[src/rtl/_unused_placeholder_none.sv]
// Intentionally holds no logic; the design is complete in the files above.

[src/shared/rxd_pkg.sv]
// Register map, field layout and carrier types of the receive deserializer.
// Assumes a 32-bit APB master on pclk and a radio front end on pclk.
package rxd_pkg;
  localparam int BYTE_W = 8;
  localparam int IDX_W = 6;
  localparam int EOF_LEN_W = 3;
  // Byte address of a register is four times its index.
  localparam logic [IDX_W-1:0] IDX_CONTROL = 6'h03;
  localparam logic [IDX_W-1:0] IDX_SERDES_CTL = 6'h06;
  localparam logic [IDX_W-1:0] IDX_IRQ_ENABLE = 6'h07;
  localparam logic [IDX_W-1:0] IDX_IRQ_FLAGS = 6'h08;
  localparam logic [IDX_W-1:0] IDX_BYTE_A = 6'h09;
  localparam logic [IDX_W-1:0] IDX_MASK_A = 6'h0a;
  localparam logic [IDX_W-1:0] IDX_BYTE_B = 6'h0b;
  localparam logic [IDX_W-1:0] IDX_MASK_B = 6'h0c;
  localparam logic [BYTE_W-1:0] CONTROL_RST = 8'h00;
  localparam logic [BYTE_W-1:0] SERDES_RST = 8'h03;
  localparam logic [BYTE_W-1:0] IRQ_EN_RST = 8'h00;
  localparam logic [BYTE_W-1:0] ALL_VALID = 8'hff;
  localparam int CTL_RX_EN = 7;
  localparam int CTL_TX_EN = 6;
  localparam int ST_FULL = 0;
  localparam int ST_EOF = 1;
  localparam int ST_FLOW = 2;
  localparam int ST_VALID = 3;
  localparam int CH_STRIDE = 4;

  typedef enum logic [1:0] {
    RXD_IDLE = 2'b01,
    RXD_FRAME = 2'b10
  } rxd_chan_state_t;

  // One bit time from the correlator: tick marks the bit time.
  typedef struct packed {
    logic tick;
    logic valid;
    logic data;
  } rxd_bits_t;

  // A byte moving into a channel's data register.
  typedef struct packed {
    logic load;
    logic eof;
    logic [BYTE_W-1:0] data;
    logic [BYTE_W-1:0] mask;
  } rxd_load_t;
endpackage

[src/rtl/rxd_top.sv]
// Receive deserializer register block with APB slave and interrupt.
// Assumes an APB master on pclk and both channel inputs on pclk.
module rxd_top (
  input wire logic pclk,
  input wire logic presetn,
  input wire logic psel,
  input wire logic penable,
  input wire logic pwrite,
  input wire logic [7:0] paddr,
  input wire logic [31:0] pwdata,
  output logic [31:0] prdata,
  output logic pready,
  output logic pslverr,
  input wire rxd_pkg::rxd_bits_t rx_chan_a,
  input wire rxd_pkg::rxd_bits_t rx_chan_b,
  output logic irq
);
  localparam int NCH = 2;
  localparam int BW = rxd_pkg::BYTE_W;
  localparam int IW = rxd_pkg::IDX_W;

  logic [31:0] prdata_reg;
  logic pready_reg;
  logic pslverr_reg;
  logic irq_reg;
  logic [BW-1:0] control_reg;
  logic [BW-1:0] serdes_reg;
  logic [BW-1:0] irq_en_reg;
  logic [BW-1:0] data_reg [NCH];
  logic [BW-1:0] mask_reg [NCH];
  logic [NCH-1:0] unread_reg;
  logic [BW-1:0] flags;
  logic [BW-1:0] flag_set;
  logic [BW-1:0] flag_clr;
  logic [BW-1:0] rd_byte;
  logic [BW-1:0] stat_view;
  rxd_pkg::rxd_bits_t chan_in [NCH];
  rxd_pkg::rxd_load_t ev [NCH];
  logic access;
  logic done;
  logic wr;
  logic rd;
  logic rx_mode;
  logic [IW-1:0] idx;

  function automatic logic [IW-1:0] byte_idx(input int ch);
    return (ch == 0) ? rxd_pkg::IDX_BYTE_A : rxd_pkg::IDX_BYTE_B;
  endfunction

  function automatic logic [IW-1:0] mask_idx(input int ch);
    return (ch == 0) ? rxd_pkg::IDX_MASK_A : rxd_pkg::IDX_MASK_B;
  endfunction

  function automatic logic is_mapped(input logic [IW-1:0] a);
    return (a == rxd_pkg::IDX_CONTROL) || (a == rxd_pkg::IDX_SERDES_CTL) ||
           ((a >= rxd_pkg::IDX_IRQ_ENABLE) && (a <= rxd_pkg::IDX_MASK_B));
  endfunction

  // Bus side: one wait state, effects land at the edge that sees pready.
  assign access = psel & penable;
  assign done = access & pready_reg;
  assign wr = done & pwrite;
  assign rd = done & ~pwrite;
  assign idx = paddr[7:2];

  // Receive mode needs receive on and transmit off.
  assign rx_mode = control_reg[rxd_pkg::CTL_RX_EN] &
                   ~control_reg[rxd_pkg::CTL_TX_EN];
  assign stat_view = rx_mode ? flags : '0;

  always_comb begin
    rd_byte = '0;
    case (idx)
      rxd_pkg::IDX_CONTROL: rd_byte = control_reg;
      rxd_pkg::IDX_SERDES_CTL: rd_byte = serdes_reg;
      rxd_pkg::IDX_IRQ_ENABLE: rd_byte = irq_en_reg;
      rxd_pkg::IDX_IRQ_FLAGS: rd_byte = stat_view;
      rxd_pkg::IDX_BYTE_A: rd_byte = data_reg[0];
      rxd_pkg::IDX_MASK_A: rd_byte = mask_reg[0];
      rxd_pkg::IDX_BYTE_B: rd_byte = data_reg[1];
      rxd_pkg::IDX_MASK_B: rd_byte = mask_reg[1];
      default: rd_byte = '0;
    endcase
  end

  always_ff @(posedge pclk or negedge presetn) begin
    if (!presetn) begin
      pready_reg <= 1'b0;
    end else begin
      pready_reg <= access & ~pready_reg;
    end
  end

  // Read data is captured one edge ahead and held through the answer.
  always_ff @(posedge pclk or negedge presetn) begin
    if (!presetn) begin
      prdata_reg <= '0;
      pslverr_reg <= 1'b0;
    end else if (access && !pready_reg) begin
      prdata_reg <= pwrite ? 32'h00000000 : {24'h000000, rd_byte};
      pslverr_reg <= ~is_mapped(idx);
    end
  end

  always_ff @(posedge pclk or negedge presetn) begin
    if (!presetn) begin
      control_reg <= rxd_pkg::CONTROL_RST;
    end else if (wr && idx == rxd_pkg::IDX_CONTROL) begin
      control_reg <= pwdata[BW-1:0];
    end
  end

  always_ff @(posedge pclk or negedge presetn) begin
    if (!presetn) begin
      serdes_reg <= rxd_pkg::SERDES_RST;
    end else if (wr && idx == rxd_pkg::IDX_SERDES_CTL) begin
      serdes_reg <= pwdata[BW-1:0];
    end
  end

  always_ff @(posedge pclk or negedge presetn) begin
    if (!presetn) begin
      irq_en_reg <= rxd_pkg::IRQ_EN_RST;
    end else if (wr && idx == rxd_pkg::IDX_IRQ_ENABLE) begin
      irq_en_reg <= pwdata[BW-1:0];
    end
  end

  assign chan_in[0] = rx_chan_a;
  assign chan_in[1] = rx_chan_b;

  generate
    for (genvar ch = 0; ch < NCH; ch++) begin : g_ch
      localparam int B = ch * rxd_pkg::CH_STRIDE;
      logic rd_data;

      assign rd_data = rd && (idx == byte_idx(ch));

      rxd_chan u_chan (
        .pclk(pclk),
        .presetn(presetn),
        .enable(rx_mode),
        .eof_len(serdes_reg[rxd_pkg::EOF_LEN_W-1:0]),
        .bits(chan_in[ch]),
        .ev(ev[ch])
      );

      always_ff @(posedge pclk or negedge presetn) begin
        if (!presetn) begin
          data_reg[ch] <= '0;
          mask_reg[ch] <= '0;
        end else if (ev[ch].load) begin
          data_reg[ch] <= ev[ch].data;
          mask_reg[ch] <= ev[ch].mask;
        end
      end

      // A fresh load wins over the host's read in the same cycle.
      always_ff @(posedge pclk or negedge presetn) begin
        if (!presetn) begin
          unread_reg[ch] <= 1'b0;
        end else if (ev[ch].load) begin
          unread_reg[ch] <= 1'b1;
        end else if (rd_data) begin
          unread_reg[ch] <= 1'b0;
        end
      end

      assign flag_set[B + rxd_pkg::ST_FULL] = ev[ch].load;
      assign flag_set[B + rxd_pkg::ST_EOF] = ev[ch].eof;
      assign flag_set[B + rxd_pkg::ST_FLOW] =
        (ev[ch].load & unread_reg[ch]) |
        (rd_data & ~unread_reg[ch] & ~ev[ch].load);
      assign flag_set[B + rxd_pkg::ST_VALID] =
        ev[ch].load & (ev[ch].mask == rxd_pkg::ALL_VALID);
    end
  endgenerate

  // A status read clears only the bits it reported, so a flag raised
  // between capture and answer is kept for the next read.
  assign flag_clr = {BW{~rx_mode}} |
    ({BW{rd && idx == rxd_pkg::IDX_IRQ_FLAGS}} & prdata_reg[BW-1:0]) |
    ({BW{wr && idx == rxd_pkg::IDX_IRQ_FLAGS}} & pwdata[BW-1:0]);

  generate
    for (genvar f = 0; f < BW; f++) begin : g_flag
      rxd_flag u_flag (
        .pclk(pclk),
        .presetn(presetn),
        .set(flag_set[f] & rx_mode),
        .clr(flag_clr[f]),
        .q(flags[f])
      );
    end
  endgenerate

  always_ff @(posedge pclk or negedge presetn) begin
    if (!presetn) begin
      irq_reg <= 1'b0;
    end else begin
      irq_reg <= |(stat_view & irq_en_reg);
    end
  end

  assign prdata = prdata_reg;
  assign pready = pready_reg;
  assign pslverr = pslverr_reg;
  assign irq = irq_reg;

  property p_answer;
    @(posedge pclk) disable iff (!presetn)
      (access && !pready_reg) |=> pready_reg ##1 !pready_reg;
  endproperty
  a_answer: assert property (p_answer)
    else $error("answer not after one wait state");

  property p_irq_level;
    @(posedge pclk) disable iff (!presetn)
      (rx_mode && |(flags & irq_en_reg)) |=> irq_reg;
  endproperty
  a_irq_level: assert property (p_irq_level)
    else $error("enabled flag did not raise the interrupt");

  property p_stat_zero;
    @(posedge pclk) disable iff (!presetn)
      (rd && idx == rxd_pkg::IDX_IRQ_FLAGS && !rx_mode &&
       !$past(rx_mode)) |-> prdata_reg == 32'h00000000;
  endproperty
  a_stat_zero: assert property (p_stat_zero)
    else $error("status not zero outside receive mode");

  property p_mask_ro;
    @(posedge pclk) disable iff (!presetn)
      (wr && idx == mask_idx(0) && !ev[0].load)
      |=> mask_reg[0] == $past(mask_reg[0]);
  endproperty
  a_mask_ro: assert property (p_mask_ro)
    else $error("mask register took a write");

  property p_all_valid;
    @(posedge pclk) disable iff (!presetn)
      $rose(flags[rxd_pkg::ST_VALID])
      |-> $past(ev[0].mask) == rxd_pkg::ALL_VALID;
  endproperty
  a_all_valid: assert property (p_all_valid)
    else $error("all-valid set on a partial byte");

  property p_overflow;
    @(posedge pclk) disable iff (!presetn)
      (rx_mode && ev[1].load && unread_reg[1])
      |=> flags[rxd_pkg::CH_STRIDE + rxd_pkg::ST_FLOW];
  endproperty
  a_overflow: assert property (p_overflow)
    else $error("overflow not flagged");

  property p_full;
    @(posedge pclk) disable iff (!presetn)
      (rx_mode && ev[0].load) |=> flags[rxd_pkg::ST_FULL] &&
      data_reg[0] == $past(ev[0].data);
  endproperty
  a_full: assert property (p_full)
    else $error("byte move without full flag");

  property p_underflow;
    @(posedge pclk) disable iff (!presetn)
      (rx_mode && rd && idx == rxd_pkg::IDX_BYTE_A && !unread_reg[0] &&
       !ev[0].load) |=> flags[rxd_pkg::ST_FLOW];
  endproperty
  a_underflow: assert property (p_underflow)
    else $error("underflow not flagged");

  property p_underflow_b;
    @(posedge pclk) disable iff (!presetn)
      (rx_mode && rd && idx == byte_idx(1) && !unread_reg[1] &&
       !ev[1].load) |=> flags[rxd_pkg::CH_STRIDE + rxd_pkg::ST_FLOW];
  endproperty
  a_underflow_b: assert property (p_underflow_b)
    else $error("underflow not flagged on channel b");

  property p_overflow_a;
    @(posedge pclk) disable iff (!presetn)
      (rx_mode && ev[0].load && unread_reg[0])
      |=> flags[rxd_pkg::ST_FLOW];
  endproperty
  a_overflow_a: assert property (p_overflow_a)
    else $error("overflow not flagged on channel a");

  property p_full_b;
    @(posedge pclk) disable iff (!presetn)
      (rx_mode && ev[1].load)
      |=> flags[rxd_pkg::CH_STRIDE + rxd_pkg::ST_FULL] &&
      data_reg[1] == $past(ev[1].data);
  endproperty
  a_full_b: assert property (p_full_b)
    else $error("byte move without full flag on channel b");

  property p_all_valid_b;
    @(posedge pclk) disable iff (!presetn)
      $rose(flags[rxd_pkg::CH_STRIDE + rxd_pkg::ST_VALID])
      |-> $past(ev[1].mask) == rxd_pkg::ALL_VALID;
  endproperty
  a_all_valid_b: assert property (p_all_valid_b)
    else $error("all-valid set on a partial byte on channel b");

  property p_eof_flag;
    @(posedge pclk) disable iff (!presetn)
      (rx_mode && ev[0].eof) |=> flags[rxd_pkg::ST_EOF];
  endproperty
  a_eof_flag: assert property (p_eof_flag)
    else $error("frame end not flagged");

  // Bits reported by a status read must be gone unless set again.
  property p_stat_clear;
    @(posedge pclk) disable iff (!presetn)
      (rd && idx == rxd_pkg::IDX_IRQ_FLAGS && !(|flag_set))
      |=> ({24'h000000, flags} & $past(prdata_reg)) == 32'h00000000;
  endproperty
  a_stat_clear: assert property (p_stat_clear)
    else $error("status read left a reported flag set");

  property p_mode_clear;
    @(posedge pclk) disable iff (!presetn)
      !rx_mode |=> flags == '0;
  endproperty
  a_mode_clear: assert property (p_mode_clear)
    else $error("flags kept outside receive mode");

  property p_irq_off;
    @(posedge pclk) disable iff (!presetn)
      !(rx_mode && |(flags & irq_en_reg)) |=> !irq_reg;
  endproperty
  a_irq_off: assert property (p_irq_off)
    else $error("interrupt without an enabled flag");

  property p_data_ro;
    @(posedge pclk) disable iff (!presetn)
      (wr && idx == byte_idx(0) && !ev[0].load)
      |=> data_reg[0] == $past(data_reg[0]);
  endproperty
  a_data_ro: assert property (p_data_ro)
    else $error("data register took a write");

  c_frame_a: cover property (@(posedge pclk) disable iff (!presetn)
    ev[0].load ##[1:200] ev[0].eof);
  c_irq: cover property (@(posedge pclk) disable iff (!presetn)
    $rose(irq_reg));
  c_stat_read: cover property (@(posedge pclk) disable iff (!presetn)
    rd && idx == rxd_pkg::IDX_IRQ_FLAGS && prdata_reg != 32'h00000000);
  c_underflow: cover property (@(posedge pclk) disable iff (!presetn)
    rx_mode && rd && idx == byte_idx(0) && !unread_reg[0]);
  c_mode_drop: cover property (@(posedge pclk) disable iff (!presetn)
    $fell(rx_mode) && |flags);
endmodule

[src/rtl/rxd_flag.sv]
// One sticky status flag with set-over-clear priority.
// Assumes set and clear come from logic on pclk.
module rxd_flag (
  input wire logic pclk,
  input wire logic presetn,
  input wire logic set,
  input wire logic clr,
  output logic q
);
  logic q_reg;

  // A set in the cycle of a clear survives, so no event is lost.
  always_ff @(posedge pclk or negedge presetn) begin
    if (!presetn) begin
      q_reg <= 1'b0;
    end else if (set) begin
      q_reg <= 1'b1;
    end else if (clr) begin
      q_reg <= 1'b0;
    end
  end

  assign q = q_reg;

  property p_set_wins;
    @(posedge pclk) disable iff (!presetn) set |=> q_reg;
  endproperty
  a_set_wins: assert property (p_set_wins)
    else $error("flag lost a set");
endmodule

[src/rtl/rxd_chan.sv]
// Deserializer for one receive channel: packs bits and detects frame end.
// Assumes one tick per bit time on pclk; enable is the receive mode.
module rxd_chan (
  input wire logic pclk,
  input wire logic presetn,
  input wire logic enable,
  input wire logic [rxd_pkg::EOF_LEN_W-1:0] eof_len,
  input wire rxd_pkg::rxd_bits_t bits,
  output rxd_pkg::rxd_load_t ev
);
  localparam int BW = rxd_pkg::BYTE_W;
  localparam int POS_W = $clog2(BW);
  localparam logic [POS_W-1:0] POS_LAST = POS_W'(BW - 1);

  rxd_pkg::rxd_chan_state_t st_reg;
  rxd_pkg::rxd_load_t ev_reg;
  logic [POS_W-1:0] pos_reg;
  logic [BW-1:0] shift_reg, mask_reg, shift_next, mask_next;
  logic [rxd_pkg::EOF_LEN_W:0] idle_reg;
  logic in_frame, slot, eof_hit, byte_done, flush;

  assign in_frame = st_reg == rxd_pkg::RXD_FRAME;
  // The run count before this bit reaching the length means it now exceeds.
  assign eof_hit = enable & bits.tick & in_frame & ~bits.valid &
                   (idle_reg >= {1'b0, eof_len});
  assign slot = enable & bits.tick & (in_frame | bits.valid) & ~eof_hit;
  assign byte_done = slot & (pos_reg == POS_LAST);
  assign flush = byte_done | (eof_hit & (|mask_reg));

  always_comb begin
    shift_next = shift_reg;
    mask_next = mask_reg;
    if (slot) begin
      shift_next[pos_reg] = bits.data;
      mask_next[pos_reg] = bits.valid;
    end
  end

  always_ff @(posedge pclk or negedge presetn) begin
    if (!presetn) begin
      st_reg <= rxd_pkg::RXD_IDLE;
    end else if (!enable) begin
      st_reg <= rxd_pkg::RXD_IDLE;
    end else if (bits.tick) begin
      case (st_reg)
        rxd_pkg::RXD_IDLE: begin
          if (bits.valid) begin
            st_reg <= rxd_pkg::RXD_FRAME;
          end
        end
        rxd_pkg::RXD_FRAME: begin
          if (eof_hit) begin
            st_reg <= rxd_pkg::RXD_IDLE;
          end
        end
        default: begin
          st_reg <= rxd_pkg::RXD_IDLE;
        end
      endcase
    end
  end

  always_ff @(posedge pclk or negedge presetn) begin
    if (!presetn) begin
      pos_reg <= '0;
      shift_reg <= '0;
      mask_reg <= '0;
    end else if (!enable || flush || eof_hit) begin
      pos_reg <= '0;
      shift_reg <= '0;
      mask_reg <= '0;
    end else if (slot) begin
      pos_reg <= pos_reg + 1'b1;
      shift_reg <= shift_next;
      mask_reg <= mask_next;
    end
  end

  always_ff @(posedge pclk or negedge presetn) begin
    if (!presetn) begin
      idle_reg <= '0;
    end else if (!enable || !in_frame || (slot && bits.valid)) begin
      idle_reg <= '0;
    end else if (slot && !(&idle_reg)) begin
      idle_reg <= idle_reg + 1'b1;
    end
  end

  always_ff @(posedge pclk or negedge presetn) begin
    if (!presetn) begin
      ev_reg <= '0;
    end else begin
      ev_reg.load <= flush;
      ev_reg.eof <= eof_hit;
      ev_reg.data <= shift_next;
      ev_reg.mask <= mask_next;
    end
  end

  assign ev = ev_reg;

  property p_first_bit;
    @(posedge pclk) disable iff (!presetn)
      (enable && bits.tick && bits.valid && !in_frame)
      |=> (shift_reg[0] == $past(bits.data)) && mask_reg[0];
  endproperty
  a_first_bit: assert property (p_first_bit)
    else $error("first bit not in bit 0");

  property p_eof_len0;
    @(posedge pclk) disable iff (!presetn)
      (enable && bits.tick && in_frame && !bits.valid && eof_len == '0)
      |=> ev_reg.eof;
  endproperty
  a_eof_len0: assert property (p_eof_len0)
    else $error("length zero missed first invalid bit");

  property p_eof_cause;
    @(posedge pclk) disable iff (!presetn)
      ev_reg.eof |-> $past(in_frame) && !$past(bits.valid);
  endproperty
  a_eof_cause: assert property (p_eof_cause)
    else $error("frame end without an invalid bit in frame");
endmodule

[config.mk]
export PLATFORM = sky130hd
export DESIGN_NAME = rxd_top
export DESIGN_NICKNAME = d
export VERILOG_FILES = /design/src/rtl/_unused_placeholder_none.sv /design/src/shared/rxd_pkg.sv /design/src/rtl/rxd_top.sv /design/src/rtl/rxd_flag.sv /design/src/rtl/rxd_chan.sv
export SDC_FILE = /design/constraint.sdc
export NUM_CORES = 1
export LEC_CHECK = 0
export BUFFER_PORTS_ARGS = -buffer_cell sky130_fd_sc_hd__buf_4
export CORE_ASPECT_RATIO = 2
export CORE_UTILIZATION = 60
export DETAILED_ROUTE_END_ITERATION = 8
export GPL_TIMING_DRIVEN = 0
export PLACE_DENSITY = 0.81
export SLEW_MARGIN = 20
export SYNTH_ARGS = -nofsm -noshare
export SYNTH_HDL_FRONTEND = slang
export SYNTH_HIERARCHICAL = 1
export SYNTH_SLANG_ARGS = --single-unit
[constraint.sdc]
create_clock -name pclk -period 2.7 [get_ports pclk]
set_clock_uncertainty 0.15 [all_clocks]
set_input_delay 0.135 -clock pclk [delete_from_list [all_inputs] [get_ports pclk]]
set_output_delay 0.135 -clock pclk [all_outputs]
set_load 0.02 [all_outputs]
==> flow_metrics.env, run 1 <==
export IMPL_outcome="completed"
export IMPL_drtIter0Drc=316
export IMPL_worstSetupStartpointType="flop"
export IMPL_ys_ff_latch=163
export IMPL_slowest_delay_ps=610
export IMPL_n_antenna_cell=0
export IMPL_critical_path_required_ps=2850
export IMPL_synth_avg_cell_area_um2=11.6
export IMPL_final_util=0.721
export IMPL_rows=61
export IMPL_maxSlewHeadroom=0.445
export IMPL_p_leak_uw=0.00471
export IMPL_drv_cap=0
export IMPL_clk_path_buf_depth=2
export IMPL_htreeDepth=4
export IMPL_drtAntennaViolNets=0
export IMPL_synth_top_area_share=0.464
export IMPL_cp_slowest_cell="dfstp_2"
export IMPL_fin_crit_ps=2570
export IMPL_routed_wl_um=21700
export IMPL_irDropWorstVdd_mv=0.437
export IMPL_n_fill_cell=971
export IMPL_p_total_uw=5220
export IMPL_max_freq_mhz=389
export IMPL_endpoint_kind="flop"
export IMPL_drt_pass1_iter_count=5
export IMPL_crit_chain="inv_1, ha_1, a211oi_2, o21ai_1, buf_4, a211oi_2, mux2_1"
export IMPL_grt_use_total=0.319
export IMPL_hold_slack_ps=11.9
export IMPL_grt_pass1_wl_um=35300
export IMPL_clkLatencyLatePin_ps=430
export IMPL_grt_pass1_vias=6682
export IMPL_die_w_um=86.5
export IMPL_clk_pin_slew_worst_paths_ps=70
export IMPL_finalSetupViolCount=0
export IMPL_area_growth_syn_to_layout_pct=16.9
export IMPL_nets=900
export IMPL_dpl_worst_slack_ps=-110
export IMPL_die_h_um=171
export IMPL_path_class="reg -> reg"
export IMPL_hold_class="in -> reg"
export IMPL_finalMaxSlewViolations=0
export IMPL_io_pins=86
export IMPL_remaining_drc_errors=0
export IMPL_synth_seq_area_share=0.477
export IMPL_drive_gt1_frac=0.298
export IMPL_grt_max_degree=96
export IMPL_hold_viol_final=0
export IMPL_worst_path_buf_inv=2
export IMPL_vias=6364
export IMPL_holdPathStages=4
export IMPL_clock_sinks=163
export IMPL_powerDensity_nw_per_um2=521
export IMPL_critPathArrivalTime_ps=2720
export IMPL_io_buffers=35
export IMPL_core_area_um2=13900
export IMPL_yosys_warnings=6
export IMPL_place_congestion=0.981
export IMPL_clockRootBuffer="clkbuf_16"
export IMPL_synth_top_area_cell="dfrtp_1"
export IMPL_crit_cells=7
export IMPL_yosys_top_cells_area="dfrtp_1 46%, mux2_2 8.9%, mux2i_1 2.8%"
export IMPL_crit_family="compound AO/OA/AOI/OAI gates"
export IMPL_reg2reg_depth=7
export IMPL_rsz0062_at_grt="no"
export IMPL_cts_buffers=17
export IMPL_largest_register_ffs=36
export IMPL_initial_core_util=0.617
export IMPL_dieArea_um2=14800
export IMPL_ys_types=55
export IMPL_crit_top_cell="a211oi_2"
export IMPL_antenna_found_initial=0
export IMPL_syn_area_um2=8570
export IMPL_globalRouteOverflowTotal=0
export IMPL_setup_ws_ps=132
export IMPL_dp_hpwl_um=15600
export IMPL_crit_path_max_fanout=10
export IMPL_fin_crit_sh=0.951
export IMPL_tritoncts="built"
export IMPL_wl_per_cell_um=20.9
export IMPL_worst_slew_pin_transition_ps=831
export IMPL_netlist_instances=737
export IMPL_vias_per_cell=6.13
## cells in the final DEF (no fill, tap or decap), types with 5 or more instances in the layout
cell type / instances
a211oi_1: 21
a211oi_2: 18
a21o_1: 10
a21oi_1: 32
a221o_1: 16
a41oi_1: 9
and3_1: 7
and3b_1: 16
buf_2: 12
buf_4: 69
buf_6: 7
clkbuf_1: 24
clkbuf_16: 17
clkinvlp_4: 5
conb_1: 24
dfrtp_1: 158
dlygate4sd3_1: 16
ha_1: 12
inv_1: 24
mux2_2: 68
mux2_4: 16
mux2i_1: 24
nand2_1: 30
nand2b_1: 7
nand3_1: 33
nand4_1: 9
nor2_1: 14
nor2b_1: 9
nor3_1: 17
o2111ai_1: 17
o21a_1: 7
o21ai_0: 18
or3_1: 8
## tightest hold or removal path: stages
cell and delay (ps):
buf_4 140, nand4_1 120, o21ai_0 90, o21ai_0 90
## metal layers
| metal | global-route usage | vias to the layer above | wire (um) |
|---|---|---|---|
| met1 | 0.337 | 3131 | 7610 |
| met3 | 0.0531 | 87 | 855 |
| met4 | 0.240 | 0 | 1670 |
| li1 | - | 2908 | - |
| met5 | 0 | - | 0 |
| met2 | 0.560 | 238 | 11600 |
## path summary, 6_finish.rpt
path | startpoint | end | slack [ps]
max | serdes_reg[1] | g_ch[0].u_chan/ev[13] | 130
min | rx_chan_a[1] | g_ch[0].u_chan/st_reg[0] | 10
max reg2reg | serdes_reg[1] | g_ch[0].u_chan/ev[13] | 130
min reg2reg | g_ch[1].u_chan/ev[10] | data_reg[2] | 330
max in group asynchronous | presetn | serdes_reg[0] | 1410
min in group asynchronous | presetn | serdes_reg[6] | 100
## synthesized netlist by cell type, drive strengths merged
master	instances
nor4	5
nor4b	3
and3	7
a221o	16
nand2b	7
nor4bb	2
a211oi	40
mux2	88
a21o	10
and2	4
a21oi	32
inv	25
nor2	14
nand4	9
nor2b	9
a22oi	4
and3b	16
nand3	33
nand3b	3
clkbuf	22
a41oi	9
o211ai	5
conb	1
nor3b	2
o21ai	22
mux2i	24
o2111ai	19
o21a	7
dfstp	4
ha	12
nor3	22
nand2	34
buf	52
or3	8
o221a	2
dfrtp	159
a31oi	4
xor2	2
## per-stage QoR
| step | std cells | TNS (ps) | instance area, um^2 |
|---|---|---|---|
| global route | 1038 | 0 | 10000 |
| global placement | 984 | -310 | 9150 |
| finish | 1038 | 0 | 10000 |
| detailed placement | 985 | -1540 | 9190 |
| CTS | 1032 | 0 | 9950 |
| floorplan | 760 | 0 | 8650 |
## report_power, final
part	leakage (uW)	switching, uW	internal (uW)
sequential	0.00226	7.30	2450
combinational	0.00217	180	107
clock	0.000279	990	1480
## final cells by class
class | instances | area (um^2) | share of cell area
clock buffers | 20 | 447 | 0.0446
repair buffers | 58 | 515 | 0.0515
well taps | 189 | 236 | 0.0236
flip-flops and latches | 163 | 4090 | 0.408
clock inverters | 11 | 155 | 0.0155
inverters | 25 | 97.6 | 0.00974
plain buffers | 74 | 458 | 0.0457
multi-input cells | 498 | 4020 | 0.402
## timing repair
action                                  in CTS  in global routing
buffers inserted                             0                  6
endpoints found under the hold margin      127                  0
endpoints found under the setup margin      60                 44
hold buffers                                16                  0
resized for setup                            1                  2
## kinds of logic (layout without fill, tap and decap cells)
family / count (synthesis) / count (layout) / synth area share
other: 1 / 24 / 0.000438
buffers and inverters: 99 / 188 / 0.0644
AND/OR/NAND/NOR: 178 / 178 / 0.128
AO/OA/AOI/OAI: 170 / 170 / 0.160
adder cells (fa/ha/maj): 12 / 12 / 0.0175
XOR/XNOR: 2 / 2 / 0.00204
flip-flops: 163 / 163 / 0.477
multiplexers: 112 / 112 / 0.151
(Power assumes the default switching activity.)
==> run 2: changes to the inputs <==
ABC_AREA = 1   (was unset)
CORE_UTILIZATION = 59   (was 60)
PLACE_DENSITY = 0.8   (was 0.81)
==> flow_metrics.env, run 2 <==
export IMPL_holdPathStages=5
export IMPL_synth_top_area_cell="dfrtp_1"
export IMPL_worst_slew_pin_transition_ps=741
export IMPL_design_area_um2=9640
export IMPL_syn_area_um2=8310
export IMPL_critPathArrivalTime_ps=2680
export IMPL_path_class="reg -> reg"
export IMPL_slowest_delay_ps=410
export IMPL_synth_most_common_cell="nand2_1"
export IMPL_place_congestion=1.01
export IMPL_cts_buffers=17
export IMPL_rsz0062_at_grt="no"
export IMPL_htreeDepth=4
export IMPL_fin_crit_ps=2520
export IMPL_grt_pass1_wl_um=32400
export IMPL_die_w_um=85.9
export IMPL_hold_slack_ps=23.9
export IMPL_grt_max_degree=90
export IMPL_drtIter0Drc=424
export IMPL_synthAdderAreaFrac=0.0181
export IMPL_worstSetupStartpointType="flop"
export IMPL_core_area_um2=13800
export IMPL_powerDensity_nw_per_um2=518
export IMPL_drive_gt1_frac=0.126
export IMPL_io_pins=86
export IMPL_dieArea_um2=14600
export IMPL_r2r_slack_ps=180
export IMPL_synth_xor_area_share=0.00422
export IMPL_n_antenna_cell=0
export IMPL_clk_path_buf_depth=2
export IMPL_synth_common_cells="393 x nand2_1, 159 x dfrtp_1, 123 x inv_1"
export IMPL_synth_avg_cell_area_um2=7.63
export IMPL_synth_edf_count=0
export IMPL_globalRouteOverflowTotal=0
export IMPL_clk_pin_slew_worst_paths_ps=60
export IMPL_ys_ff_latch=163
export IMPL_yosys_warnings=6
export IMPL_dp_hpwl_um=14500
export IMPL_crit_top_cell="nand2_1"
export IMPL_antenna_found_initial=0
export IMPL_netlist_instances=1088
export IMPL_clkLatencyLatePin_ps=420
export IMPL_yosys_top_cells_area="dfrtp_1 48%, nand2_1 18%, nand3_1 6.6%"
export IMPL_rows=61
export IMPL_wl_per_cell_um=14.4
export IMPL_critical_path_required_ps=2860
export IMPL_synth_mux_area_frac=0
export IMPL_crit_chain="inv_1, nand2_1, buf_2, clkinvlp_4, buf_4, nand2_1, a21oi_4, inv_2, o211ai_4, buf_6, a21oi_1"
export IMPL_initial_core_util=0.601
export IMPL_multi_input_area_um2=3460
export IMPL_n_fill_cell=1106
export IMPL_max_freq_mhz=397
export IMPL_setup_tns_ps=0
export IMPL_finalSetupViolCount=0
export IMPL_routed_wl_um=19900
export IMPL_synth_compound_area_frac=0.0600
export IMPL_ys_flop_type="dfrtp_1"
export IMPL_maxSlewHeadroom=0.504
export IMPL_largest_register_ffs=36
export IMPL_finalMaxSlewViolations=0
export IMPL_final_cell_mix="393 x nand2_1, 159 x dfrtp_1, 122 x inv_1, 110 x nand3_1, 83 x nor2_1"
export IMPL_outcome="completed"
export IMPL_worst_path_buf_inv=6
export IMPL_hold_class="in -> reg"
export IMPL_synthArstFlopShare=1.00
export IMPL_synth_simple_area_share=0.324
export IMPL_fin_crit_sh=0.933
export IMPL_io_buffers=35
export IMPL_clockRootBuffer="clkbuf_16"
export IMPL_remaining_drc_errors=0
export IMPL_area_growth_syn_to_layout_pct=16.1
export IMPL_tritoncts="built"
export IMPL_crit_cells=11
export IMPL_drv_cap=0
export IMPL_vias=7175
export IMPL_clock_sinks=163
export IMPL_p_leak_uw=0.00531
export IMPL_drt_pass1_iter_count=7
export IMPL_dpl_cell_area_um2=8930
export IMPL_irDropWorstVdd_mv=0.444
export IMPL_synth_seq_area_share=0.492
export IMPL_synth_top_area_share=0.479
export IMPL_drtAntennaViolNets=0
export IMPL_vias_per_cell=5.18
export IMPL_crit_family="buffers and inverters"
export IMPL_grt_use_total=0.292
export IMPL_nets=1245
export IMPL_hold_viol_final=0
export IMPL_synth_top_family_by_area="simple AND/OR/NAND/NOR gates"
export IMPL_grt_pass1_vias=6941
export IMPL_die_h_um=170
export IMPL_regArea_um2=4080
export IMPL_layout_commonest_cell="nand2_1"
export IMPL_crit_path_max_fanout=10
export IMPL_ys_types=33
export IMPL_cp_slowest_cell="dfrtp_1"
export IMPL_reg2reg_depth=11
export IMPL_endpoint_kind="flop"
run 2: changes by cell type after synthesis, moves of 25 or more:
cell	change
nor2_1	+69
mux2_2	-68
inv_1	+98
nand2_1	+363
o21ai_0	+25
nand3_1	+77
run 2: final cells by class:
class,instances,area share
Sequential cell,163,0.424
Multi-Input combinational cell,763,0.359
Clock buffer,23,0.0506
Inverter,129,0.0506
Timing Repair Buffer,52,0.0465
Buffer,56,0.0376
Tap cell,189,0.0245
Clock inverter,9,0.00753
run 2: power by group:
part	internal [uW]	total [uW]	switching (uW)
clock network	1280	2250	972
registers	2450	2460	8.05
logic	92.4	279	186
total	3830	4990	1170
run 2: what timing repair did:
action	4_1_cts	5_1_grt
gates cloned	0	0
setup buffers	0	4
setup endpoints to repair	41	44
gates resized for setup	1	0
hold endpoints to repair	109	0
pin swaps	0	0
hold buffers	12	0
run 2: metal layers:
layer,track usage,up-vias,wire [um]
met2,0.535,238,10800
met4,0.200,0,1160
met5,0,-,0
met3,0.0496,75,771
met1,0.293,3293,7160
li1,-,3569,-
run 2: cell families (layout without fill, tap and decap cells):
logic type / after synthesis / in the layout
other: 1 / 24
AND/OR/NAND/NOR: 638 / 638
flip-flops: 163 / 163
buffers and inverters: 185 / 269
adder cells (fa/ha/maj): 12 / 12
AO/OA/AOI/OAI: 85 / 85
XOR/XNOR: 4 / 4
run 2: stage by stage:
step | util | std cells | power (uW) | setup slack [ps]
2_1_floorplan | - | 1111 | 2640 | 567
3_5_place_dp | 0.646 | 1336 | 2770 | -76.0
4_1_cts | 0.696 | 1380 | 5030 | 62.4
5_1_grt | 0.698 | 1384 | 5150 | 11.1
3_3_place_gp | 0.644 | 1335 | 2760 | -39.6
6_report | 0.698 | 1384 | 4990 | 180
run 2: worst paths after layout:
kind,from,endpoint
hold / removal,rx_chan_a[2],g_ch[0].u_chan/st_reg[0]
setup reg to reg,control_reg[6],g_ch[0].u_chan/pos_reg[1]
max in group asynchronous,presetn,serdes_reg[0]
setup / recovery,control_reg[6],g_ch[0].u_chan/pos_reg[1]
hold reg to reg,g_ch[1].u_chan/ev[12],data_reg[4]
min in group asynchronous,presetn,g_flag[1].u_flag/q
run 2: worst reg2reg max path, cell delays in order, from the launching register on:
cell,delay (ps)
dfrtp_1,410
inv_1,60
nand2_1,140
buf_2,260
clkinvlp_4,100
buf_4,200
nand2_1,130
a21oi_4,260
inv_2,110
o211ai_4,350
buf_6,200
a21oi_1,50
